===== src/logic/cpu_core_pkg.sv =====
// Constants and types shared by the CPU addressing and low power logic
// Overview of operation
// RULE1: Standby stops instruction clock; oscillator, interrupts and timers keep going.
// RULE2: Standby holds registers, RAM and port states unchanged.
// RULE3: Reset during standby ends it and fully resets the device.
// RULE4: Interrupt wakes standby; serviced if enabled, else left pending.
// RULE5: Unserviced wake resumes at instruction after standby instruction.
// RULE6: Stop instruction halts oscillator, timers and interrupt logic.
// RULE7: Only reset leaves stop; reset held until oscillator settles.
// RULE8: RAM survives stop; A, B, W, Y, Y-spare, carry may be lost.
// RULE9: Register indirect address is W, X, Y concatenated to 10 bits.
// RULE10: Direct addressing takes the whole 10-bit second word as address.
// RULE11: Sixteen-digit memory-register window reached only by its two instructions; here direct and indirect addressing reach it too.
// RULE12: Long jump, branch, call load all 14 PC bits from immediate.
// RULE13: Program memory pages are 256 words; page zero starts at zero.
// RULE14: Short branch replaces only PC low eight bits.
// RULE15: Short branch at last page word lands in the next page.
// RULE16: Zero-page call loads 6-bit immediate, clears PC bits 13 to 6.
// RULE17: Table branch target comes from 4-bit immediate, A and B.
// RULE18: Pattern fetch with bit 8 set writes data into A and B.
// RULE19: Pattern fetch with bit 9 set writes data into both port registers.
// RULE20: Both bits set update A/B and both ports in one instruction.
// RULE21: Pattern fetch leaves PC at its normal increment.
// RULE22: Only unmasked interrupt sources may raise the standby wake request.
package cpu_core_pkg;

  localparam int PC_W = 14;
  localparam int RAM_AW = 10;
  localparam int DIG_W = 4;
  localparam int ROM_W = 10;
  localparam int PAGE_BITS = 8;
  localparam int ZPAGE_BITS = 6;
  localparam int MEMREG_BASE = 10'h020;
  localparam int MEMREG_DIGITS = 16;
  localparam int PAT_ACC_BIT = 8;
  localparam int PAT_PORT_BIT = 9;
  localparam int IRQ_N = 4;
  localparam logic [PC_W-1:0] PC_RESET = 14'h0000;
  localparam logic [DIG_W-1:0] REG_RESET = 4'h0;

  // Operation class presented by the decoder each executed cycle
  typedef enum logic [3:0] {
    OP_NONE,
    OP_STANDBY,
    OP_STOP,
    OP_LONG_JUMP,
    OP_SHORT_BRANCH,
    OP_ZERO_CALL,
    OP_TABLE_BRANCH,
    OP_PATTERN,
    OP_RAM_INDIRECT,
    OP_RAM_DIRECT,
    OP_MEMREG_LOAD,
    OP_MEMREG_EXCHANGE
  } op_e;

  typedef enum logic [1:0] {
    MODE_ACTIVE,
    MODE_STANDBY,
    MODE_STOP
  } power_e;

  // One decoded instruction
  typedef struct packed {
    logic valid;
    op_e op;
    logic [PC_W-1:0] imm;
  } instr_s;

  // Working registers the addressing logic reads
  typedef struct packed {
    logic [DIG_W-1:0] acc;
    logic [DIG_W-1:0] b;
    logic [1:0] w;
    logic [DIG_W-1:0] x;
    logic [DIG_W-1:0] y;
  } regs_s;

  // RAM access request
  typedef struct packed {
    logic valid;
    logic [RAM_AW-1:0] addr;
  } ram_req_s;

endpackage


===== src/logic/power_ctrl.sv =====
// Low power mode controller: standby and stop sequencing
`timescale 1ns/1ps
module power_ctrl
  import cpu_core_pkg::*;
#(
  parameter int IRQ_N_P = IRQ_N
) (
  input wire logic mclk_in,
  input wire logic resetn_in,
  input wire logic standby_cmd_in,
  input wire logic stop_cmd_in,
  input wire logic [IRQ_N_P-1:0] irq_flag_in,
  input wire logic [IRQ_N_P-1:0] irq_mask_in,
  output cpu_core_pkg::power_e mode_out,
  output logic wake_out,
  output logic irq_req_out
);

  power_e mode_reg;
  logic any_req;

  // Masked sources never form a request
  assign any_req = |(irq_flag_in & ~irq_mask_in); // [RULE22]
  // Interrupt logic is dead while the oscillator is stopped
  assign irq_req_out = any_req && (mode_reg != MODE_STOP); // [RULE6]
  assign wake_out = (mode_reg == MODE_STANDBY) && any_req; // [RULE4]
  assign mode_out = mode_reg;

  // Mode register; reset clears every mode
  always_ff @(posedge mclk_in or negedge resetn_in) begin
    if (!resetn_in) begin
      mode_reg <= MODE_ACTIVE; // [RULE3] [RULE7]
    end else begin
      unique case (mode_reg)
        MODE_ACTIVE: begin
          if (stop_cmd_in) begin
            mode_reg <= MODE_STOP; // [RULE6]
          end else if (standby_cmd_in) begin
            mode_reg <= MODE_STANDBY; // [RULE1]
          end
        end
        MODE_STANDBY: begin
          if (any_req) begin
            mode_reg <= MODE_ACTIVE; // [RULE4]
          end
        end
        // Only the asynchronous reset leaves stop
        MODE_STOP: mode_reg <= MODE_STOP; // [RULE7]
      endcase
    end
  end

endmodule


===== src/logic/cpu_core_ctrl.sv =====
// CPU core control: power modes, RAM and ROM addressing, pattern fetch
`timescale 1ns/1ps
module cpu_core_ctrl
  import cpu_core_pkg::*;
#(
  parameter int IRQ_N_P = IRQ_N
) (
  input wire logic mclk_in,
  input wire logic resetn_in,
  input cpu_core_pkg::instr_s instr_in,
  input cpu_core_pkg::regs_s regs_in,
  input wire logic int_enable_in,
  input wire logic [IRQ_N_P-1:0] irq_flag_in,
  input wire logic [IRQ_N_P-1:0] irq_mask_in,
  input wire logic [ROM_W-1:0] rom_data_in,
  output logic [PC_W-1:0] pc_out,
  output logic [PC_W-1:0] rom_addr_out,
  output cpu_core_pkg::ram_req_s ram_req_out,
  output logic exec_en_out,
  output logic osc_run_out,
  output logic periph_run_out,
  output logic irq_service_out,
  output logic acc_we_out,
  output logic [DIG_W-1:0] acc_data_out,
  output logic [DIG_W-1:0] b_data_out,
  output logic [DIG_W-1:0] first_output_port_out,
  output logic [DIG_W-1:0] second_output_port_out,
  output logic regs_lost_out
);

  //--------------------------------------------------------------
  // Power mode
  //--------------------------------------------------------------
  power_e mode;
  logic wake;
  logic irq_req;
  logic active;
  logic do_exec;

  power_ctrl #(
    .IRQ_N_P(IRQ_N_P)
  ) u_power (
    .mclk_in(mclk_in),
    .resetn_in(resetn_in),
    .standby_cmd_in(do_exec && instr_in.op == OP_STANDBY),
    .stop_cmd_in(do_exec && instr_in.op == OP_STOP),
    .irq_flag_in(irq_flag_in),
    .irq_mask_in(irq_mask_in),
    .mode_out(mode),
    .wake_out(wake),
    .irq_req_out(irq_req)
  );

  assign active = (mode == MODE_ACTIVE);
  // Instruction clock gated in both low power modes
  assign exec_en_out = active; // [RULE1]
  assign do_exec = active && instr_in.valid;
  // Oscillator runs in standby, stops in stop
  assign osc_run_out = (mode != MODE_STOP); // [RULE1] [RULE6]
  assign periph_run_out = (mode != MODE_STOP); // [RULE1] [RULE6]

  //--------------------------------------------------------------
  // Interrupt service decision
  //--------------------------------------------------------------
  // Serviced only when enabled; otherwise the request stays pending
  // upstream and execution just carries on.
  assign irq_service_out = active && irq_req && int_enable_in; // [RULE4]

  //--------------------------------------------------------------
  // Address helpers
  //--------------------------------------------------------------
  function automatic logic [PC_W-1:0] table_addr(
    input logic [DIG_W-1:0] imm4,
    input logic [DIG_W-1:0] a,
    input logic [DIG_W-1:0] bb
  );
    table_addr = {2'b00, imm4, bb, a}; // [RULE17]
  endfunction

  function automatic logic is_memreg(input op_e op);
    is_memreg = (op == OP_MEMREG_LOAD) || (op == OP_MEMREG_EXCHANGE);
  endfunction

  //--------------------------------------------------------------
  // Program counter
  //--------------------------------------------------------------
  logic [PC_W-1:0] pc_reg;
  logic [PC_W-1:0] pc_next;
  logic [PC_W-1:0] pc_inc;

  // Increment first: a short branch at 256n+255 sees the next page
  assign pc_inc = pc_reg + 14'h0001; // [RULE15]

  // Target selection per branch kind
  always_comb begin
    pc_next = pc_inc; // [RULE5] [RULE21]
    unique case (instr_in.op)
      OP_LONG_JUMP: pc_next = instr_in.imm; // [RULE12]
      OP_SHORT_BRANCH: pc_next = {pc_inc[PC_W-1:PAGE_BITS],
        instr_in.imm[PAGE_BITS-1:0]}; // [RULE13] [RULE14] [RULE15]
      OP_ZERO_CALL: pc_next = {{(PC_W-ZPAGE_BITS){1'b0}},
        instr_in.imm[ZPAGE_BITS-1:0]}; // [RULE16]
      OP_TABLE_BRANCH: pc_next = table_addr(instr_in.imm[DIG_W-1:0],
        regs_in.acc, regs_in.b); // [RULE17]
      default: pc_next = pc_inc;
    endcase
  end

  // PC frozen while not executing
  always_ff @(posedge mclk_in or negedge resetn_in) begin
    if (!resetn_in) begin
      pc_reg <= PC_RESET; // [RULE3]
    end else if (do_exec) begin
      pc_reg <= pc_next; // [RULE2]
    end
  end
  assign pc_out = pc_reg;

  // Pattern fetch reads the table address; else fetch at PC
  assign rom_addr_out = (instr_in.op == OP_PATTERN) ?
    table_addr(instr_in.imm[DIG_W-1:0], regs_in.acc, regs_in.b) :
    pc_reg;

  //--------------------------------------------------------------
  // RAM addressing
  //--------------------------------------------------------------
  always_ff @(posedge mclk_in or negedge resetn_in) begin
    if (!resetn_in) begin
      ram_req_out <= '0;
    end else begin
      ram_req_out.valid <= 1'b0; // RAM untouched outside execution
      if (do_exec) begin
        unique case (instr_in.op)
          OP_RAM_INDIRECT: begin
            ram_req_out.valid <= 1'b1;
            ram_req_out.addr <= {regs_in.w, regs_in.x,
              regs_in.y}; // [RULE9]
          end
          OP_RAM_DIRECT: begin
            ram_req_out.valid <= 1'b1;
            ram_req_out.addr <= instr_in.imm[RAM_AW-1:0]; // [RULE10]
          end
          OP_MEMREG_LOAD, OP_MEMREG_EXCHANGE: begin
            // These two operations form the window address; direct and indirect modes reach it too
            ram_req_out.valid <= is_memreg(instr_in.op); // [RULE11]
            ram_req_out.addr <= RAM_AW'(MEMREG_BASE) |
              {6'h00, instr_in.imm[3:0]}; // [RULE11]
          end
          default: ram_req_out.valid <= 1'b0;
        endcase
      end
    end
  end

  //--------------------------------------------------------------
  // Pattern fetch
  //--------------------------------------------------------------
  logic pat;
  assign pat = do_exec && instr_in.op == OP_PATTERN;

  // Accumulator and B load, flagged by bit 8
  always_ff @(posedge mclk_in or negedge resetn_in) begin
    if (!resetn_in) begin
      acc_we_out <= 1'b0;
      acc_data_out <= REG_RESET;
      b_data_out <= REG_RESET;
    end else begin
      acc_we_out <= pat && rom_data_in[PAT_ACC_BIT]; // [RULE18] [RULE20]
      if (pat && rom_data_in[PAT_ACC_BIT]) begin
        acc_data_out <= rom_data_in[3:0]; // [RULE18]
        b_data_out <= rom_data_in[7:4]; // [RULE18]
      end
    end
  end

  // Port output registers, flagged by bit 9; held in standby
  always_ff @(posedge mclk_in or negedge resetn_in) begin
    if (!resetn_in) begin
      first_output_port_out <= REG_RESET;
      second_output_port_out <= REG_RESET;
    end else if (pat && rom_data_in[PAT_PORT_BIT]) begin
      first_output_port_out <= rom_data_in[3:0]; // [RULE19] [RULE20]
      second_output_port_out <= rom_data_in[7:4]; // [RULE19] [RULE20]
    end
  end

  //--------------------------------------------------------------
  // Stop recovery indication
  //--------------------------------------------------------------
  // Working registers are not guaranteed after stop; RAM is never
  // cleared here, so its contents survive. A plain flag tells
  // software-side logic to treat the register file as stale.
  logic stop_seen_reg;
  always_ff @(posedge mclk_in or negedge resetn_in) begin
    if (!resetn_in) begin
      stop_seen_reg <= 1'b1; // [RULE8]
    end else if (do_exec) begin
      stop_seen_reg <= 1'b0;
    end
  end
  assign regs_lost_out = stop_seen_reg; // [RULE8]

endmodule


===== config.mk =====
export PLATFORM = sky130hd
export DESIGN_NAME = cpu_core_ctrl
export DESIGN_NICKNAME = d
export VERILOG_FILES = /design/src/logic/cpu_core_pkg.sv /design/src/logic/power_ctrl.sv /design/src/logic/cpu_core_ctrl.sv
export SDC_FILE = /design/constraint.sdc
export NUM_CORES = 1
export LEC_CHECK = 0
export ABC_CLOCK_PERIOD_IN_PS = 1600
export BUFFER_PORTS_ARGS = -buffer_cell sky130_fd_sc_hd__buf_2
export CAP_MARGIN = 20
export CORE_AREA = 8 8 91 93
export CTS_BUF_LIST = sky130_fd_sc_hd__clkbuf_4 sky130_fd_sc_hd__clkbuf_8
export CTS_CLUSTER_DIAMETER = 40
export DETAILED_ROUTE_END_ITERATION = 8
export DIE_AREA = 0 0 99 101
export GPL_ROUTABILITY_DRIVEN = 0
export PLACE_DENSITY = 0.82
export SKIP_LAST_GASP = 1
export SYNTH_ARGS = -nofsm -noshare
export SYNTH_HDL_FRONTEND = slang
export SYNTH_SLANG_ARGS = --single-unit

===== constraint.sdc =====
create_clock -name mclk_in -period 1.6 [get_ports mclk_in]
set_input_delay 0.32 -clock mclk_in [delete_from_list [all_inputs] [get_ports mclk_in]]
set_output_delay 0.32 -clock mclk_in [all_outputs]
set_load 0.05 [all_outputs]

==> run_results.csv, run 1 <==
group,metric,value,unit
clock_network,clkSinkCount,45,
grt,grt_start_max_net_pins,46,
cells_and_area,diodes,0,
clock_network,clock_latency_of_the_later_clocked_register_in_the_worst_skew_pair,0.30,ns
cells_and_area,regArea,1140,µm²
timing,timing.fmax,583,MHz
placed_design,post-dp-hpwl,7340,µm
timing,finalCriticalPeriod,1.72,ns
detailed_routing,remaining_drc_errors,0,
floorplanning,die_area,10000,µm²
power_and_ir_drop,power-per-cell-area,1790,nW/µm²
setup_path,cp_arrival,1.40,ns
power_and_ir_drop,leakage,2.22,nW
floorplanning,chipWidth,99,µm
timing,finalSetupTns,-0.449,ns
logic_synthesis,post_synth.cell_area_avg,9.25,µm²
timing,final-max-slew-violation-count,0,
detailed_routing,route.vias.total,2915,
timing,maxSlewHeadroom,78.5,%
timing,timing.final.crit_share,107,%
clock_network,clock-root-buffer,"sky130_fd_sc_hd__clkbuf_8",
clock_network,ctsHtreeMaxLevel,2,
timing,whs,0.256,ns
setup_path,worst_setup_path_start_kind,"register",
cells_and_area,multi_input_comb_area,1760,µm²
cells_and_area,final_cell_mix,"98 x sky130_fd_sc_hd__buf_2, 51 x sky130_fd_sc_hd__buf_4, 33 x sky130_fd_sc_hd__dfrtp_1",
cells_and_area,fillCellCount,568,
power_and_ir_drop,final_power,7.88,mW
cells_and_area,layout.cells.most_common,"sky130_fd_sc_hd__buf_2",
grt,initial_antenna_violation_count,0,
timing,setup_slack,-0.116,ns
setup_path,critical_path_peak_fanout,3,
logic_synthesis,synth-edff-count,0,
run_status,status,"finished, violations left",
floorplanning,initial_utilization,38.1,%
floorplanning,floorplan.rows,31,
logic_synthesis,total_standard_cell_area_after_synthesis,2650,µm²
run,max_cap_violations,0,
grt,grt_pass1_vias,3098,
setup_path,crit_buf_inv,3,
logic_synthesis,post_synth_inst_count,286,
logic_synthesis,synthDistinctLibCells,56,
setup_path,worst_path_max_delay_cell,"sky130_fd_sc_hd__dfrtp_1",
clock_network,clock_tree_from_tritoncts,"built",
setup_path,classification_of_the_worst_setup_path,"reg -> out",
timing,report.final.hold_viol_count,0,
clock_network,cts_buffers,5,
grt,groute.usage.overall,18.6,%
grt,grt.overflow.total,0,
detailed_routing,route.antenna.remaining_nets,0,
setup_path,crit_path_max_delay_family,"flip-flops",
cells_and_area,layout.cell_area.non_filler,4400,µm²
cells_and_area,final_net_count,515,
placed_design,dp_worst_setup_slack,-0.170,ns
setup_path,critical_path.max_stage_delay,0.40,ns
timing,finalClockSkew,0.00472,ns
floorplanning,core_area,6940,µm²
timing,rsz_0062_raised_after_global_routing,"yes",
clock_network,cts_max_path_buffers,2,
detailed_routing,wl,9610,µm
logic_synthesis,synth_nets,348,
floorplanning,floorplan.io_pins,119,
grt,grt_pass1_wl,15000,µm
detailed_routing,firstDrtPassIters,4,
detailed_routing,viasPerCell,5.44,
placed_design,io_buffers,118,
clock_network,clkTransAtPathRegs,0.09,ns
setup_path,endpoint_kind,"output pin",
detailed_routing,routedWlPerCell,17.9,µm
logic_synthesis,synth.yosys.seq_area_share,42.6,%
timing,setup_viol,6,
cells_and_area,drive_above_1_share,59.5,%
run_status,violations_in_the_final_reports,"setup timing",
min_path,timing.hold.worst.class,"in -> reg",
cells_and_area,syn_to_final_growth,66.1,%
setup_path,cp_most_frequent_cell,"sky130_fd_sc_hd__buf_6",
logic_synthesis,number_of_register_bits_inferred_by_synthesis,45,
logic_synthesis,synth.yosys.warnings,0,
logic_synthesis,synth_ff_type,"sky130_fd_sc_hd__dfrtp_1",
detailed_routing,drt_iter0_markers,143,
logic_synthesis,async_reset_ff_share,100,%
power_and_ir_drop,vdd_ir_drop_max,1470,µV
setup_path,critical_path.cell_chain,"inv_2 > ha_4 > buf_6 > nand2_2 > nor3_4 > buf_6",
placed_design,place_area,3860,µm²
floorplanning,die_y,101,µm
timing,worst_slew_pin_slew,0.321,ns
setup_path,timing.critical_path.required,1.28,ns
-- where the power goes --
part	leakage, nW	switching, mW	internal (mW)	total, mW
registers	0.552	0.309	1.57	1.88
logic	1.62	3.46	1.81	5.27
clock network	0.0447	0.427	0.316	0.743
-- routing by layer --
layer | global-route usage [%] | routed length (µm)
met5 | 0 | 0
met2 | 32.6 | 4830
met1 | 21.7 | 3840
met4 | 6.97 | 261
met3 | 4.01 | 677
-- flip-flops by register name, indices dropped and copies added, names as in the netlist --
name / flops
second_output_port_out: 4
pc_out: 14
u_power.mode_out: 2
b_data_out: 4
acc_data_out: 4
regs_lost_out: 1
acc_we_out: 1
first_output_port_out: 4
ram_req_out: 11
-- path summary, 6_finish.rpt --
check                      slack, ns                               endpoint  cells past startpoint                             from
max in group asynchronous       0.81              regs_lost_out$_DFFE_PN1P_                      3                        resetn_in
setup / recovery               -0.12                        irq_service_out                      6  u_power.mode_out[0]$_DFFE_PN0P_
hold / removal                  0.26  second_output_port_out[0]$_DFFE_PN0P_                      2                   rom_data_in[4]
min in group asynchronous       0.51  second_output_port_out[1]$_DFFE_PN0P_                      3                        resetn_in
hold reg to reg                 0.48             ram_req_out[6]$_DFFE_PN0P_                      2       ram_req_out[6]$_DFFE_PN0P_
setup reg to reg               -0.09                 pc_out[12]$_DFFE_PN0P_                      4            pc_out[7]$_DFFE_PN0P_
-- cell type report --
type / instances / share of cell area [%]
repair buffers: 176 / 28.9
well taps: 82 / 2.33
clock inverters: 3 / 0.569
flip-flops and latches: 45 / 26.0
multi-input cells: 217 / 39.9
clock buffers: 5 / 1.57
inverters: 8 / 0.740
-- cells in the mapped netlist (2+ instances only) --
master / count / area (µm²)
sky130_fd_sc_hd__a221oi_1: 5 / 43.8
sky130_fd_sc_hd__and2_1: 4 / 25.0
sky130_fd_sc_hd__or4_1: 3 / 22.5
sky130_fd_sc_hd__dfrtp_1: 44 / 1100
sky130_fd_sc_hd__inv_1: 8 / 30.0
sky130_fd_sc_hd__and4bb_2: 2 / 25.0
sky130_fd_sc_hd__and3_1: 3 / 18.8
sky130_fd_sc_hd__a2bb2oi_1: 2 / 17.5
sky130_fd_sc_hd__a22oi_1: 11 / 82.6
sky130_fd_sc_hd__o22ai_1: 4 / 25.0
sky130_fd_sc_hd__or4_2: 2 / 17.5
sky130_fd_sc_hd__o21ai_0: 21 / 105
sky130_fd_sc_hd__nand3b_1: 2 / 15.0
sky130_fd_sc_hd__o41ai_1: 2 / 17.5
sky130_fd_sc_hd__buf_2: 4 / 20.0
sky130_fd_sc_hd__nand3_1: 12 / 60.1
sky130_fd_sc_hd__ha_1: 4 / 50.1
sky130_fd_sc_hd__and3_2: 2 / 15.0
sky130_fd_sc_hd__a2111oi_0: 2 / 17.5
sky130_fd_sc_hd__nand4_1: 3 / 18.8
sky130_fd_sc_hd__nor2b_1: 6 / 37.5
sky130_fd_sc_hd__nor2_1: 9 / 33.8
sky130_fd_sc_hd__a222oi_1: 2 / 20.0
sky130_fd_sc_hd__nor3_1: 4 / 20.0
sky130_fd_sc_hd__a22o_1: 2 / 17.5
sky130_fd_sc_hd__mux2_2: 18 / 203
sky130_fd_sc_hd__and4_1: 2 / 17.5
sky130_fd_sc_hd__clkbuf_1: 8 / 30.0
sky130_fd_sc_hd__a21o_1: 5 / 37.5
sky130_fd_sc_hd__a21oi_1: 9 / 45.0
sky130_fd_sc_hd__nand2_1: 56 / 210
-- stage by stage --
| step | utilization [%] | instances |
|---|---|---|
| 2_1_floorplan | - | 286 |
| 3_3_place_gp | 55.6 | 520 |
| 4_1_cts | 59.4 | 532 |
| 6_report | 63.3 | 536 |
| 5_1_grt | 63.3 | 536 |
| 3_5_place_dp | 55.6 | 520 |
-- cells by family after synthesis --
| family | count (synthesis) | share of synthesized area [%] |
|---|---|---|
| mux | 19 | 8.04 |
| flops | 45 | 42.6 |
| buf+inv | 24 | 4.54 |
| simple gates | 119 | 23.3 |
| compound gates | 73 | 19.0 |
| xor+xnor | 2 | 0.662 |
| fa+ha+maj | 4 | 1.89 |
-- repair_timing --
item / 4_1_cts / 5_1_grt
hold endpoints to repair: 44 / 0
buffers inserted: 3 / 4
hold buffers: 1 / 0
resized for setup: 42 / 58
setup endpoints to repair: 42 / 34
gates cloned: 0 / 1
pin swaps: 6 / 13
Power figures use the tool's default switching activity.
==> run 2: changes to the inputs <==
Settings changed: ABC_AREA from default to 1, CORE_AREA 8 8 91 93 to 8 8 93 95, CTS_BUF_LIST sky130_fd_sc_hd__clkbuf_4 sky130_fd_sc_hd__clkbuf_8 to sky130_fd_sc_hd__clkbuf_8 sky130_fd_sc_hd__clkbuf_16, DIE_AREA 0 0 99 101 to 0 0 101 103, PLACE_DENSITY 0.82 to 0.81.
==> run 2 against run 1 <==
The run still ends with setup timing left. Core utilization is 7.8 points lower. Synthesized area increased by 5.5%. Maximum frequency up 2.5%. Design area shrank 9.8%. Clock skew increased by 0.0032 ns. Critical endpoint unchanged. Highest routed layer is now met5.
==> run_results.csv, run 2 <==
group,metric,value,unit
detailed_routing,drt_iter0_markers,105,
grt,grt_pass1_wl,14800,µm
timing,setup_slack,-0.0732,ns
cells_and_area,layout.cells.most_common,"sky130_fd_sc_hd__nand2_1",
cells_and_area,fillCellCount,698,
detailed_routing,firstDrtPassIters,4,
setup_path,cp_arrival,1.35,ns
setup_path,classification_of_the_worst_setup_path,"reg -> out",
floorplanning,floorplan.rows,31,
power_and_ir_drop,power-per-cell-area,559,nW/µm²
detailed_routing,route.antenna.remaining_nets,0,
power_and_ir_drop,vdd_ir_drop_max,349,µV
timing,rsz_0062_raised_after_global_routing,"yes",
logic_synthesis,async_reset_ff_share,100,%
floorplanning,die_y,103,µm
timing,setup_viol,3,
cells_and_area,syn_to_final_growth,41.9,%
logic_synthesis,total_standard_cell_area_after_synthesis,2790,µm²
setup_path,endpoint_kind,"output pin",
logic_synthesis,synth.yosys.warnings,0,
cells_and_area,final_net_count,603,
clock_network,cts_max_path_buffers,2,
detailed_routing,route.vias.total,3152,
floorplanning,floorplan.io_pins,119,
placed_design,io_buffers,118,
logic_synthesis,synth_top_cell_by_area,"sky130_fd_sc_hd__dfrtp_1",
setup_path,timing.critical_path.required,1.28,ns
clock_network,cts_buffers,5,
detailed_routing,wl_met3,831,µm
clock_network,clock_latency_of_the_later_clocked_register_in_the_worst_skew_pair,0.30,ns
placed_design,place_area,3700,µm²
min_path,timing.hold.worst.class,"in -> reg",
logic_synthesis,synth_ff_type,"sky130_fd_sc_hd__dfrtp_1",
timing,worst_slew_pin_slew,0.401,ns
detailed_routing,met2_wirelength,4620,µm
clock_network,clkTransAtPathRegs,0.10,ns
logic_synthesis,number_of_register_bits_inferred_by_synthesis,45,
grt,grt_pass1_vias,3192,
logic_synthesis,post_synth_inst_count,397,
logic_synthesis,yosys-top-cells-count,"132 x sky130_fd_sc_hd__nand2_1, 49 x sky130_fd_sc_hd__inv_1, 44 x sky130_fd_sc_hd__dfrtp_1, 31 x sky130_fd_sc_hd__o21ai_0, 28 x sky130_fd_sc_hd__nor2_1",
timing,finalCriticalPeriod,1.67,ns
detailed_routing,viasPerCell,4.90,
timing,timing.final.crit_share,105,%
timing,whs,0.262,ns
placed_design,post-dp-hpwl,7300,µm
logic_synthesis,netlist.area_leader.share,39.4,%
timing,maxSlewHeadroom,73.2,%
logic_synthesis,synth.yosys.seq_area_share,40.4,%
setup_path,worst_setup_path_start_kind,"register",
logic_synthesis,post_synth.cell_area_avg,7.03,µm²
floorplanning,die_area,10400,µm²
run_status,violations_in_the_final_reports,"setup timing",
grt,grt_start_max_net_pins,46,
clock_network,clock-root-buffer,"sky130_fd_sc_hd__clkbuf_8",
timing,final-max-slew-violation-count,0,
logic_synthesis,synth_most_common_cell,"sky130_fd_sc_hd__nand2_1",
logic_synthesis,synth_nets,459,
detailed_routing,remaining_drc_errors,0,
cells_and_area,drive_above_1_share,36.3,%
floorplanning,chipWidth,101,µm
cells_and_area,final_cell_mix,"132 x sky130_fd_sc_hd__nand2_1, 105 x sky130_fd_sc_hd__buf_2, 45 x sky130_fd_sc_hd__inv_1",
timing,finalClockSkew,0.00793,ns
detailed_routing,drt-met1-wl,3730,µm
run_status,status,"finished, violations left",
detailed_routing,routedWlPerCell,14.5,µm
placed_design,dp_worst_setup_slack,-0.0596,ns
floorplanning,core_area,7140,µm²
grt,initial_antenna_violation_count,3,
clock_network,clock_tree_from_tritoncts,"built",
logic_synthesis,synth_top_area_cells,"sky130_fd_sc_hd__dfrtp_1 39%, sky130_fd_sc_hd__nand2_1 18%, sky130_fd_sc_hd__inv_1 6.6%",
cells_and_area,layout.cell_area.non_filler,3960,µm²
clock_network,ctsHtreeMaxLevel,2,
run,max_cap_violations,0,
logic_synthesis,synth-edff-count,0,
timing,timing.fmax,598,MHz
power_and_ir_drop,leakage,2.21,nW
clock_network,clkSinkCount,45,
detailed_routing,top_layer,"met5",
logic_synthesis,synthDistinctLibCells,30,
setup_path,critical_path_peak_fanout,3,
grt,groute.usage.overall,17.7,%
detailed_routing,wl,9360,µm
timing,report.final.hold_viol_count,0,
grt,grt.overflow.total,0,
cells_and_area,largest_reg_flops,14,
floorplanning,initial_utilization,39.1,%
run 2: metal layers:
layer,vias to the layer above,global-route usage [%]
met3,20,6.08
met2,117,31.6
met4,2,4.58
met1,1462,19.7
met5,-,0
li1,1551,-
run 2: cells by family (layout without fill, tap and decap cells):
| kind of cell | Yosys count | in the layout | synth area share [%] |
|---|---|---|---|
| other | 0 | 2 | 0 |
| flip-flops | 45 | 45 | 40.4 |
| AND/OR/NAND/NOR | 209 | 209 | 33.4 |
| AO/OA/AOI/OAI | 74 | 74 | 13.8 |
| buffers and inverters | 64 | 209 | 10.4 |
| XOR/XNOR | 1 | 1 | 0.314 |
| adder cells (fa/ha/maj) | 4 | 4 | 1.79 |
run 2: area by class of cell:
cell class / instances / area (µm²) / area share [%]
Multi-Input combinational cell: 288 / 1490 / 37.5
Timing Repair Buffer: 148 / 911 / 23.0
Inverter: 53 / 209 / 5.27
Clock buffer: 5 / 68.8 / 1.74
Antenna cell: 2 / 5.00 / 0.126
Clock inverter: 3 / 28.8 / 0.726
Tap cell: 99 / 124 / 3.13
Sequential cell: 45 / 1130 / 28.5
run 2: final timing paths:
kind,startpoint,cells after the start,endpoint,slack (ns)
max in group asynchronous,resetn_in,3,regs_lost_out$_DFFE_PN1P_,0.80
hold reg to reg,regs_lost_out$_DFFE_PN1P_,2,regs_lost_out$_DFFE_PN1P_,0.45
setup reg to reg,u_power.mode_out[1]$_DFFE_PN0P_,8,u_power.mode_out[1]$_DFFE_PN0P_,0.07
min in group asynchronous,resetn_in,3,pc_out[2]$_DFFE_PN0P_,0.51
hold / removal,rom_data_in[7],3,second_output_port_out[3]$_DFFE_PN0P_,0.26
setup / recovery,u_power.mode_out[0]$_DFFE_PN0P_,6,irq_service_out,-0.07
run 2: through the flow:
stage | setup TNS (ns) | util [%] | cells | power [mW]
after CTS | -0.0796 | 54.1 | 633 | 2.24
after global routing | -0.241 | 55.5 | 643 | 2.32
final | -0.0863 | 55.5 | 643 | 2.22
after detailed placement | -0.224 | 51.8 | 622 | 1.45
after floorplan | -0.177 | - | 397 | 1.28
after global placement | -0.0605 | 51.8 | 622 | 1.44
run 2: where the power goes:
group / switching, mW / total, mW / internal [mW]
Combinational: 0.182 / 0.302 / 0.120
Clock: 0.449 / 0.779 / 0.330
Sequential: 0 / 1.14 / 1.14
run 2: critical path, stage by stage (launching register included):
cell and delay [ns]:
sky130_fd_sc_hd__dfrtp_1 0.40, sky130_fd_sc_hd__inv_2 0.11, sky130_fd_sc_hd__ha_4 0.16, sky130_fd_sc_hd__clkinvlp_4 0.10, sky130_fd_sc_hd__nand3_2 0.09, sky130_fd_sc_hd__nor2_4 0.04
sky130_fd_sc_hd__buf_8 0.15
run 2: timing repair:
action	CTS	global route
gates resized for setup	14	14
endpoints found under the hold margin	44	0
hold buffers	1	0
setup buffers	2	8
cloned	0	0
pin swaps	1	0
setup endpoints to repair	11	21
